$ cat config.mk
export PLATFORM = sky130hd
export DESIGN_NAME = rst_seq
export DESIGN_NICKNAME = d
export VERILOG_FILES = /design/src/pkg/rst_seq_pkg.sv /design/src/rst_seq.sv
export SDC_FILE = /design/constraint.sdc
export NUM_CORES = 1
export LEC_CHECK = 0
export BUFFER_PORTS_ARGS = -buffer_cell sky130_fd_sc_hd__buf_4
export CORE_UTILIZATION = 30
export CTS_BUF_LIST = sky130_fd_sc_hd__clkbuf_4 sky130_fd_sc_hd__clkbuf_8
export CTS_CLUSTER_SIZE = 10
export DETAILED_ROUTE_END_ITERATION = 12
export PLACE_DENSITY = 0.59
export SYNTH_ARGS = -nofsm -noshare
export SYNTH_HDL_FRONTEND = slang
export SYNTH_SLANG_ARGS = --single-unit
$ cat constraint.sdc
create_clock -name clk -period 3 [get_ports clk]
set_input_delay 0.75 -clock clk [delete_from_list [all_inputs] [get_ports clk]]
set_output_delay 0.75 -clock clk [all_outputs]
set_load 0.02 [all_outputs]
$ cat src/pkg/rst_seq_pkg.sv
package rst_seq_pkg;
   // ----------------------------------------------------------------
   // timing
   // ----------------------------------------------------------------
   localparam int CLK_HZ            = 25_000_000;
   localparam int CLK_NS            = 40;
   // release times in nanoseconds, longest times round down
   localparam int REL_FIRST_LVD_NS  = 832_000;
   localparam int REL_FIRST_NOLVD_NS = 519_000;
   localparam int REL_NEXT_LVD_NS   = 675_000;
   localparam int REL_NEXT_NOLVD_NS = 362_000;
   localparam int STAB_WAIT_NS      = 2_300_000;
   localparam int EXT_MIN_NS        = 10_000;
   localparam int REL_FIRST_LVD_CYC   = REL_FIRST_LVD_NS / CLK_NS;
   localparam int REL_FIRST_NOLVD_CYC = REL_FIRST_NOLVD_NS / CLK_NS;
   localparam int REL_NEXT_LVD_CYC    = REL_NEXT_LVD_NS / CLK_NS;
   localparam int REL_NEXT_NOLVD_CYC  = REL_NEXT_NOLVD_NS / CLK_NS;
   localparam int STAB_WAIT_CYC       = STAB_WAIT_NS / CLK_NS;
   localparam int EXT_MIN_CYC         = (EXT_MIN_NS + CLK_NS - 1) / CLK_NS;
   localparam int CNT_W             = 17;
   localparam logic [15:0] RESET_VECTOR_ADDR = 16'h0000;

   typedef enum logic [1:0] {
      RSQ_IDLE  = 2'b00,
      RSQ_HOLD  = 2'b01,
      RSQ_STAB  = 2'b11,
      RSQ_PROC  = 2'b10
   } rsq_state_e;
endpackage

$ cat src/rst_seq.sv
`timescale 1ns/1ps
module rst_seq #(
   parameter int REL_FIRST_LVD   = rst_seq_pkg::REL_FIRST_LVD_CYC,
   parameter int REL_FIRST_NOLVD = rst_seq_pkg::REL_FIRST_NOLVD_CYC,
   parameter int REL_NEXT_LVD    = rst_seq_pkg::REL_NEXT_LVD_CYC,
   parameter int REL_NEXT_NOLVD  = rst_seq_pkg::REL_NEXT_NOLVD_CYC,
   parameter int STAB_WAIT       = rst_seq_pkg::STAB_WAIT_CYC
) (
   input  wire logic        clk,
   input  wire logic        reset,
   input  wire logic        ext_reset_n,
   input  wire logic        wdt_overflow,
   input  wire logic        illegal_instr,
   input  wire logic        ram_parity_err,
   input  wire logic        illegal_access,
   input  wire logic        por_supply_ok,
   input  wire logic        lvd_supply_ok,
   input  wire logic        low_voltage_detector_en,
   input  wire logic        sw_reset_out_high,
   output logic             cpu_reset,
   output logic             cpu_clk_en,
   output logic [15:0]      cpu_vector_addr,
   output logic             high_speed_internal_osc_en,
   output logic             main_crystal_osc_en,
   output logic             main_clk_in_en,
   output logic             sub_crystal_osc_en,
   output logic             sub_clk_in_en,
   output logic             low_speed_osc_en,
   output logic             reset_output_port_pin_o,
   output logic             reset_output_port_pin_oe,
   output logic             pullup_port_pin_pu_en,
   output logic             rtc_calendar_en,
   output logic             rtc_ctrl_en
);
   localparam int CW = rst_seq_pkg::CNT_W;

   // ----------------------------------------------------------------
   // input synchronisers
   // ----------------------------------------------------------------
   // async pins pass two flops; first stage read only by second
   logic [2:0] meta_ff, sync_ff;
   logic [2:0] nxt_meta, nxt_sync;
   always_comb begin
      nxt_meta = {lvd_supply_ok, por_supply_ok, ext_reset_n};
      nxt_sync = meta_ff;
   end
   always_ff @(posedge clk) begin
      if (reset) begin
         meta_ff <= 3'h0;
         sync_ff <= 3'h0;
      end else begin
         meta_ff <= nxt_meta;
         sync_ff <= nxt_sync;
      end
   end
   logic ext_ok, por_ok, lvd_ok;
   assign ext_ok = sync_ff[0];
   assign por_ok = sync_ff[1];
   assign lvd_ok = sync_ff[2];

   // ----------------------------------------------------------------
   // cause merge and sequencer
   // ----------------------------------------------------------------
   logic internal_cause, por_cause, pin_cause, lvd_cause, any_cause;
   assign pin_cause      = !ext_ok;
   assign internal_cause = wdt_overflow | illegal_instr | ram_parity_err | illegal_access;
   assign por_cause      = !por_ok;
   assign lvd_cause      = low_voltage_detector_en & !lvd_ok;
   assign any_cause      = pin_cause | internal_cause | por_cause | lvd_cause;

   rst_seq_pkg::rsq_state_e state_ff, nxt_state;
   logic [CW-1:0] cnt_ff, nxt_cnt;
   logic          first_ff, nxt_first;      // no power-on release seen yet
   logic          powerup_ff, nxt_powerup;  // stabilization wait still owed
   logic          porflag_ff, nxt_porflag;  // reset includes a power-on cause
   logic          pinflag_ff, nxt_pinflag;
   logic          rstout_ff, nxt_rstout;
   logic [CW-1:0] rel_cyc;

   // release time picked by power-on history and lvd use
   always_comb begin
      if (first_ff)
         rel_cyc = low_voltage_detector_en ? CW'(REL_FIRST_LVD) : CW'(REL_FIRST_NOLVD);
      else
         rel_cyc = low_voltage_detector_en ? CW'(REL_NEXT_LVD) : CW'(REL_NEXT_NOLVD);
   end

   always_comb begin
      nxt_state   = state_ff;
      nxt_cnt     = cnt_ff;
      nxt_first   = first_ff;
      nxt_powerup = powerup_ff;
      nxt_porflag = porflag_ff;
      nxt_pinflag = pinflag_ff;
      nxt_rstout  = rstout_ff;
      if (any_cause) begin
         nxt_rstout = 1'b0;
      end else if (sw_reset_out_high && state_ff == rst_seq_pkg::RSQ_IDLE) begin
         nxt_rstout = 1'b1;
      end
      unique case (state_ff)
         rst_seq_pkg::RSQ_IDLE: begin
            if (any_cause) begin
               nxt_state   = rst_seq_pkg::RSQ_HOLD;
               nxt_porflag = por_cause;
               nxt_pinflag = pin_cause;
            end
         end
         rst_seq_pkg::RSQ_HOLD: begin
            nxt_porflag = porflag_ff | por_cause;
            nxt_pinflag = pin_cause;
            if (!any_cause) begin
               nxt_cnt = '0;
               if (powerup_ff)
                  nxt_state = rst_seq_pkg::RSQ_STAB;
               else
                  nxt_state = rst_seq_pkg::RSQ_PROC;
            end
         end
         rst_seq_pkg::RSQ_STAB: begin
            // a fresh pin or power-on cause floats the pull-up at once,
            // not one cycle late after the trip back through hold
            nxt_porflag = porflag_ff | por_cause;
            nxt_pinflag = pin_cause;
            if (any_cause) begin
               nxt_state = rst_seq_pkg::RSQ_HOLD;
            end else if (cnt_ff >= CW'(STAB_WAIT - 1)) begin
               nxt_cnt     = '0;
               nxt_powerup = 1'b0;
               nxt_state   = rst_seq_pkg::RSQ_PROC;
            end else begin
               nxt_cnt = cnt_ff + CW'(1);
            end
         end
         rst_seq_pkg::RSQ_PROC: begin
            nxt_porflag = porflag_ff | por_cause;
            nxt_pinflag = pin_cause;
            if (any_cause) begin
               nxt_state = rst_seq_pkg::RSQ_HOLD;
            end else if (cnt_ff >= rel_cyc - CW'(1)) begin
               nxt_state = rst_seq_pkg::RSQ_IDLE;
               if (porflag_ff)
                  nxt_first = 1'b0;
               nxt_porflag = 1'b0;
            end else begin
               nxt_cnt = cnt_ff + CW'(1);
            end
         end
      endcase
   end

   always_ff @(posedge clk) begin
      if (reset) begin
         state_ff   <= rst_seq_pkg::RSQ_HOLD;
         cnt_ff     <= '0;
         first_ff   <= 1'b1;
         powerup_ff <= 1'b1;
         porflag_ff <= 1'b1;
         pinflag_ff <= 1'b1;
         rstout_ff  <= 1'b0;
      end else begin
         state_ff   <= nxt_state;
         cnt_ff     <= nxt_cnt;
         first_ff   <= nxt_first;
         powerup_ff <= nxt_powerup;
         porflag_ff <= nxt_porflag;
         pinflag_ff <= nxt_pinflag;
         rstout_ff  <= nxt_rstout;
      end
   end

   // ----------------------------------------------------------------
   // outputs
   // ----------------------------------------------------------------
   logic in_reset;
   assign in_reset = (state_ff != rst_seq_pkg::RSQ_IDLE);
   // release is a registered state change, so synchronous to clk
   assign cpu_reset                  = in_reset;
   assign cpu_clk_en                 = !in_reset;
   assign cpu_vector_addr            = rst_seq_pkg::RESET_VECTOR_ADDR;
   assign high_speed_internal_osc_en = !in_reset;
   assign main_crystal_osc_en        = 1'b0;
   assign main_clk_in_en             = !in_reset;
   assign sub_crystal_osc_en         = 1'b1;
   assign sub_clk_in_en              = !in_reset;
   assign low_speed_osc_en           = !in_reset;
   assign reset_output_port_pin_o    = rstout_ff;
   assign reset_output_port_pin_oe   = 1'b1;
   // floats during pin or power-on reset only
   assign pullup_port_pin_pu_en      = !(in_reset && (pinflag_ff || porflag_ff));
   assign rtc_calendar_en            = 1'b1;
   assign rtc_ctrl_en                = !(in_reset && porflag_ff);

   int unsigned rel_len;
   always_ff @(posedge clk) begin
      if (reset || state_ff != rst_seq_pkg::RSQ_PROC)
         rel_len <= 0;
      else
         rel_len <= rel_len + 1;
   end

   // ----------------------------------------------------------------
   // release gap watch
   // ----------------------------------------------------------------
   // counts from the last cause gone to cpu release; a stuck counter
   // would otherwise hold the cpu forever without any other symptom
   int unsigned gap_len_ff, nxt_gap_len;
   always_comb begin
      if (any_cause || !in_reset)
         nxt_gap_len = 0;
      else
         nxt_gap_len = gap_len_ff + 1;
   end
   always_ff @(posedge clk) begin
      if (reset)
         gap_len_ff <= 0;
      else
         gap_len_ff <= nxt_gap_len;
   end
endmodule

== After elaboration in Yosys (flattened, before gate mapping) ==
Cells that the tools add are included.
W data, S select, Z words.
Word-level totals
  bits of input ports: 11
  flip-flop bits (word level): 30
  word-level logic and storage cells: 75
  output and inout port bits: 29
Operators by class
  add/sub/neg operators: 2
  $lt $le $gt $ge: 2
  bitwise operators: 9
  eq/ne operators: 10
  muxes and demuxes: 23
  reduce and logical (&&, ||, !) cells: 20
Operators with widths (number)
  $mux W17: 5
  $pmux W17 S3: 1
  $mux W15: 3
  $add A17 B1 Y17 const B: 1
  $ge A17 B16 Y1 const B: 1
  $ge A17 B17 Y1: 1
  $sub A17 B1 Y17 const B: 1
  $mux W2: 6
  $ne A2 B2 Y1 const B: 5
  $pmux W2 S4: 1
  $reduce_and A4 Y1: 2
  $or A1 B1 Y1: 7
  $logic_not A1 Y1: 6
  $ne A3 B3 Y1 const B: 2
  $mux W1: 5
  $reduce_and A5 Y1: 1
  $eq A2 B2 Y1 const B: 2
  $reduce_or A2 Y1: 2
  $logic_and A1 B1 Y1: 3
  $pmux W1 S3: 1
  $reduce_and A3 Y1: 1
  $reduce_bool A3 Y1: 1
  $reduce_or A3 Y1: 1
  $eq A2 B1 Y1 const B: 1
  other kinds (6): 6

== Depth between registers and ports, before layout ==
  depth after elaboration: 8
  mapped depth: 12
  gate-level depth less buffers: 11

== Worst setup path after synthesis ==
OpenSTA, ideal clock, no wires.
  path type: input-to-reg
  start: input port low_voltage_detector_en
  end: register cnt_ff[8]
  setup time: 0.071 ns
  arrival time: 3.093 ns
  buffers on the path: 1
  required time: 2.929 ns
  path slack: -0.163 ns
  stages: 12
  cells stage by stage: inv_1 -> ha_1 -> xor2_1 -> ha_1 -> a211oi_1 -> o21bai_1 -> o21bai_1 -> nand4_4 -> and2_4 -> buf_6 -> or4_1 -> a21oi_1
On the way
  cells in the longest elaborated chain, start to end: 6
  elaborated cells on any way between the ends: 12
  those cells by class: 1 x add/sub; 1 x order compare; 4 x eq/ne; 3 x mux; 2 x bitwise; 1 x reduce/logical
Ends and longest elaborated chain
  from (decl): RTL line rst_seq.sv:18  | input wire logic low_voltage_detector_en,
  $mux W15, on equally long branches: RTL line rst_seq.sv:85, rst_seq.sv:83
  $mux W15: RTL line rst_seq.sv:82  | if (first_ff)
  $sub A17 B1 Y17: RTL line rst_seq.sv:140  | end else if (cnt_ff >= rel_cyc - CW'(1)) begin
  $ge A17 B17 Y1: RTL line rst_seq.sv:140
  $ne A2 B2 Y1 (no source line)
  $reduce_and A5 Y1 (no source line) (*)
  to (signal assigned): RTL line rst_seq.sv:163  | cnt_ff <= nxt_cnt;
  to (decl): RTL line rst_seq.sv:72  | logic [CW-1:0] cnt_ff, nxt_cnt;
Every way passes the cells marked *; elsewhere a longest branch is shown, timed or not.
A chain may end at the register's enable or synchronous reset.

== Worst setup path in the final report ==
  start: input port low_voltage_detector_en
  end: register cnt_ff[9]
Same word-level chain as after synthesis.

==> summary.md <==
| Metric | Value |
|---|---|
| Synthesized cell area | 0.002140 mm^2 |
| Req. time, crit path | 3.23 ns |
| Final Power | 0.8989 mW |
| Min cycle time layout | 2.878 ns |
| Clock Tree Root | clkbuf_8 |
| DRC errors left | 0 |
| Top FF cell, synth | dfxtp_1 |
| Seq/Total Area, Yosys | 28.07% |
| Max_slew headroom | a little over two fifths |
| Via count | 1,786 |
| Final hold violation count | 0 |
| Fin crit share | 95.93% |
| Clk Latency, worst-skew pair | approximately 0.28 ns |
| Max cap viols | 0 |
| Die ar. | about 0.0075 mm^2 |
| #FFs+latches synth | 30 |
| GRT Total Usage | 13.07% |
| IO Pins | 40 |
| Hold WC Path Type | flop to flop |
| Pin count of the biggest net entering global routing | 19 |
| Port-buffer cells | 19 |
| Critical path peak fanout | 4 |
| Layout cells sized above 1 | 20.89% |
| Critical path class | input pin to flop |
| Nets | 326 |
| Row count | 30 |
| ANT nets after route | 0 |
| Yosys top cell area share | 28.07% |
| Crit start category | input pin |
| Synthesized area per cell | between 8 and 9 um^2 |
| Pleak | 1.036 nW |
| Max VDD drop | between 100 and 150 uV |
| Chip height | 86.45 um |
| F_max | 347.5 MHz |
| Clock Path Buffers | 2 |
| P&R area growth vs syn | 19.36% |
| DP Worst Slack | -0.2865 ns |
| Synth cell types | 46 |
| Hpwl dp | 3628 um |
| Vias/cell | 4.603 |
| Largest area contributor in the netlist | dfxtp_1 |
| Arrival time worst endpoint | 3.10 ns |
| Dpl cells | 380 |
| Hold_ws | 0.4358 ns |
| Antenna violations before repair | 0 |
| Non-Filler Instances | 388 |
| Fin area | about 0.0026 mm^2 |
| # diodes | 0 |
| Async SR Flop Fraction | 0% |
| First-pass GRT wire length | 7583 um |
| Pwr dens | 352.0 mW/mm^2 |
| Layout Skew | 0.008526 ns |
| CP Capture Type | flop |
| Largest cells by area after synthesis | dfxtp_1 (28%), ha_1 (14%), buf_4 (8.4%) |
| FF-to-FF path depth | 13 |
| WL final | 4650 um |
| Core Area | 0.006832 mm^2 |
| Placed Instance Area | 0.002415 mm^2 |
| Final Core Density | 37.38% |
| RSZ-0062 raised after global routing | true |
| CTS tree | done |
| Slew Viols, Final | 0 |
| H-tree levels | 2 |
| Initial core utilization | 31.32% |
| Cts repair resizes | 0 |
| Status | finished clean |
| Clock sinks | 30 |
| Worst-Margin Slew | between 0.8 and 0.9 ns |
| YS warnings | 0 |
| Post-DR wirelength/cell | 11.98 um |
| Clk slew on worst S/H paths | 0.07 ns |
| Final Setup Violations | 0 |
| Final Wtd Congestion | 0.7658 |
| DRT Pass-1 Iters | 4 |
| Die width | 86.45 um |
| Hold path cells | 1 |
| Cts-stage hold buffer count | 0 |
| GR Overflow Total | 0 |
| Setup ws final | approximately 0.12 ns |
| Number of synthesized flops with an enable pin | 0 |
| CTS Buf Count | 5 |
| Vias in the first global route | 1,618 |
| Post-synthesis cell count | between 200 and 300 |
| Iter 0 DRT Violations | 48 |
| Post-CTS setup buffer count | 0 |
| Total negative setup slack | 0 ns |
[synth_stat cells, types with 3 or more instances]
cell type  count
inv_1         14
clkbuf_1       3
nor2b_1       10
a21oi_1       17
a31oi_1        3
a211oi_1       7
ha_1          24
xnor2_1        9
nor3_1         5
buf_4         24
nand2_1       21
o21ai_0       12
dfxtp_1       30
o21bai_1       3
nand3_1       12
nor2_1        21
nand4_1        5
[cell type report]
type                            count  area (um^2)
Sequential cell                    30        600.6
Timing Repair Buffer               32        240.2
Fill cell                         701         4278
Clock buffer                        6        76.32
Multi-Input combinational cell    208         1423
Inverter                           14        56.30
Clock inverter                      2        37.54
Tap cell                           96        120.1
[critical path, stage by stage]
cell and delay, ns:
buf_4 0.11, clkinvlp_4 0.15, ha_2 0.22, xnor2_1 0.12, ha_1 0.30, a21oi_2 0.14
o21ai_2 0.10, a221oi_4 0.34, nand4_4 0.15, buf_4 0.18, a21oi_2 0.16, buf_4 0.13
nand4b_1 0.11, a21oi_2 0.15
[logic make-up after synthesis]
kind of cell	after synthesis	share of synthesized area, %
AOI/OAI and AO/OA	58	17.66
xor gates and xnor gates	11	4.503
adders and majority gates	24	14.04
buffers and inverters	43	12.10
DFF	30	28.07
other	2	0.3510
and+or+nand+nor	91	23.28
[power breakdown]
group	leakage (nW)	internal, mW	switching [mW]
clock network	0.0548	0.257	0.163
logic	0.738	0.0253	0.0504
registers	0.243	0.402	0.00108
[cells in the final DEF, fill, tap and decap left out, drive strengths merged, types with 2 or more instances in the layout]
cell type and instances:
a211oi 7, a21o 2, a21oi 18, a221oi 2, a31oi 3, and3 2
buf 32, clkbuf 6, clkinvlp 2, conb 24, dfxtp 30, ha 24
inv 13, nand2 21, nand2b 2, nand3 12, nand4 7, nand4b 2
nor2 23, nor2b 10, nor3 5, nor4b 2, o21a 2, o21ai 14
o21bai 3, o31ai 2, xnor2 9, xor2 2
[worst paths after layout]
path	start	end	slack, ns
min reg2reg	meta_ff[0]	sync_ff[0]	0.44
max reg2reg	first_ff	cnt_ff[9]	0.28
max	low_voltage_detector_en	cnt_ff[9]	0.12
min	meta_ff[0]	sync_ff[0]	0.44
[flip-flops by register name, indices dropped and copies added, names as in the netlist]
signal	flops
pinflag_ff	1
porflag_ff	1
powerup_ff	1
cnt_ff	17
reset_output_port_pin_o	1
sync_ff	3
first_ff	1
state_ff	2
meta_ff	3
[layer usage]
metal  vias up  GRT usage, %  routed length, um
met2        30         22.22               2255
met4         0         4.697                 81
met3         8         2.476                 96
met1       820         16.47               2217
li1        928             -                  -
met5         -             0                  0
(Power assumes the default switching activity.)
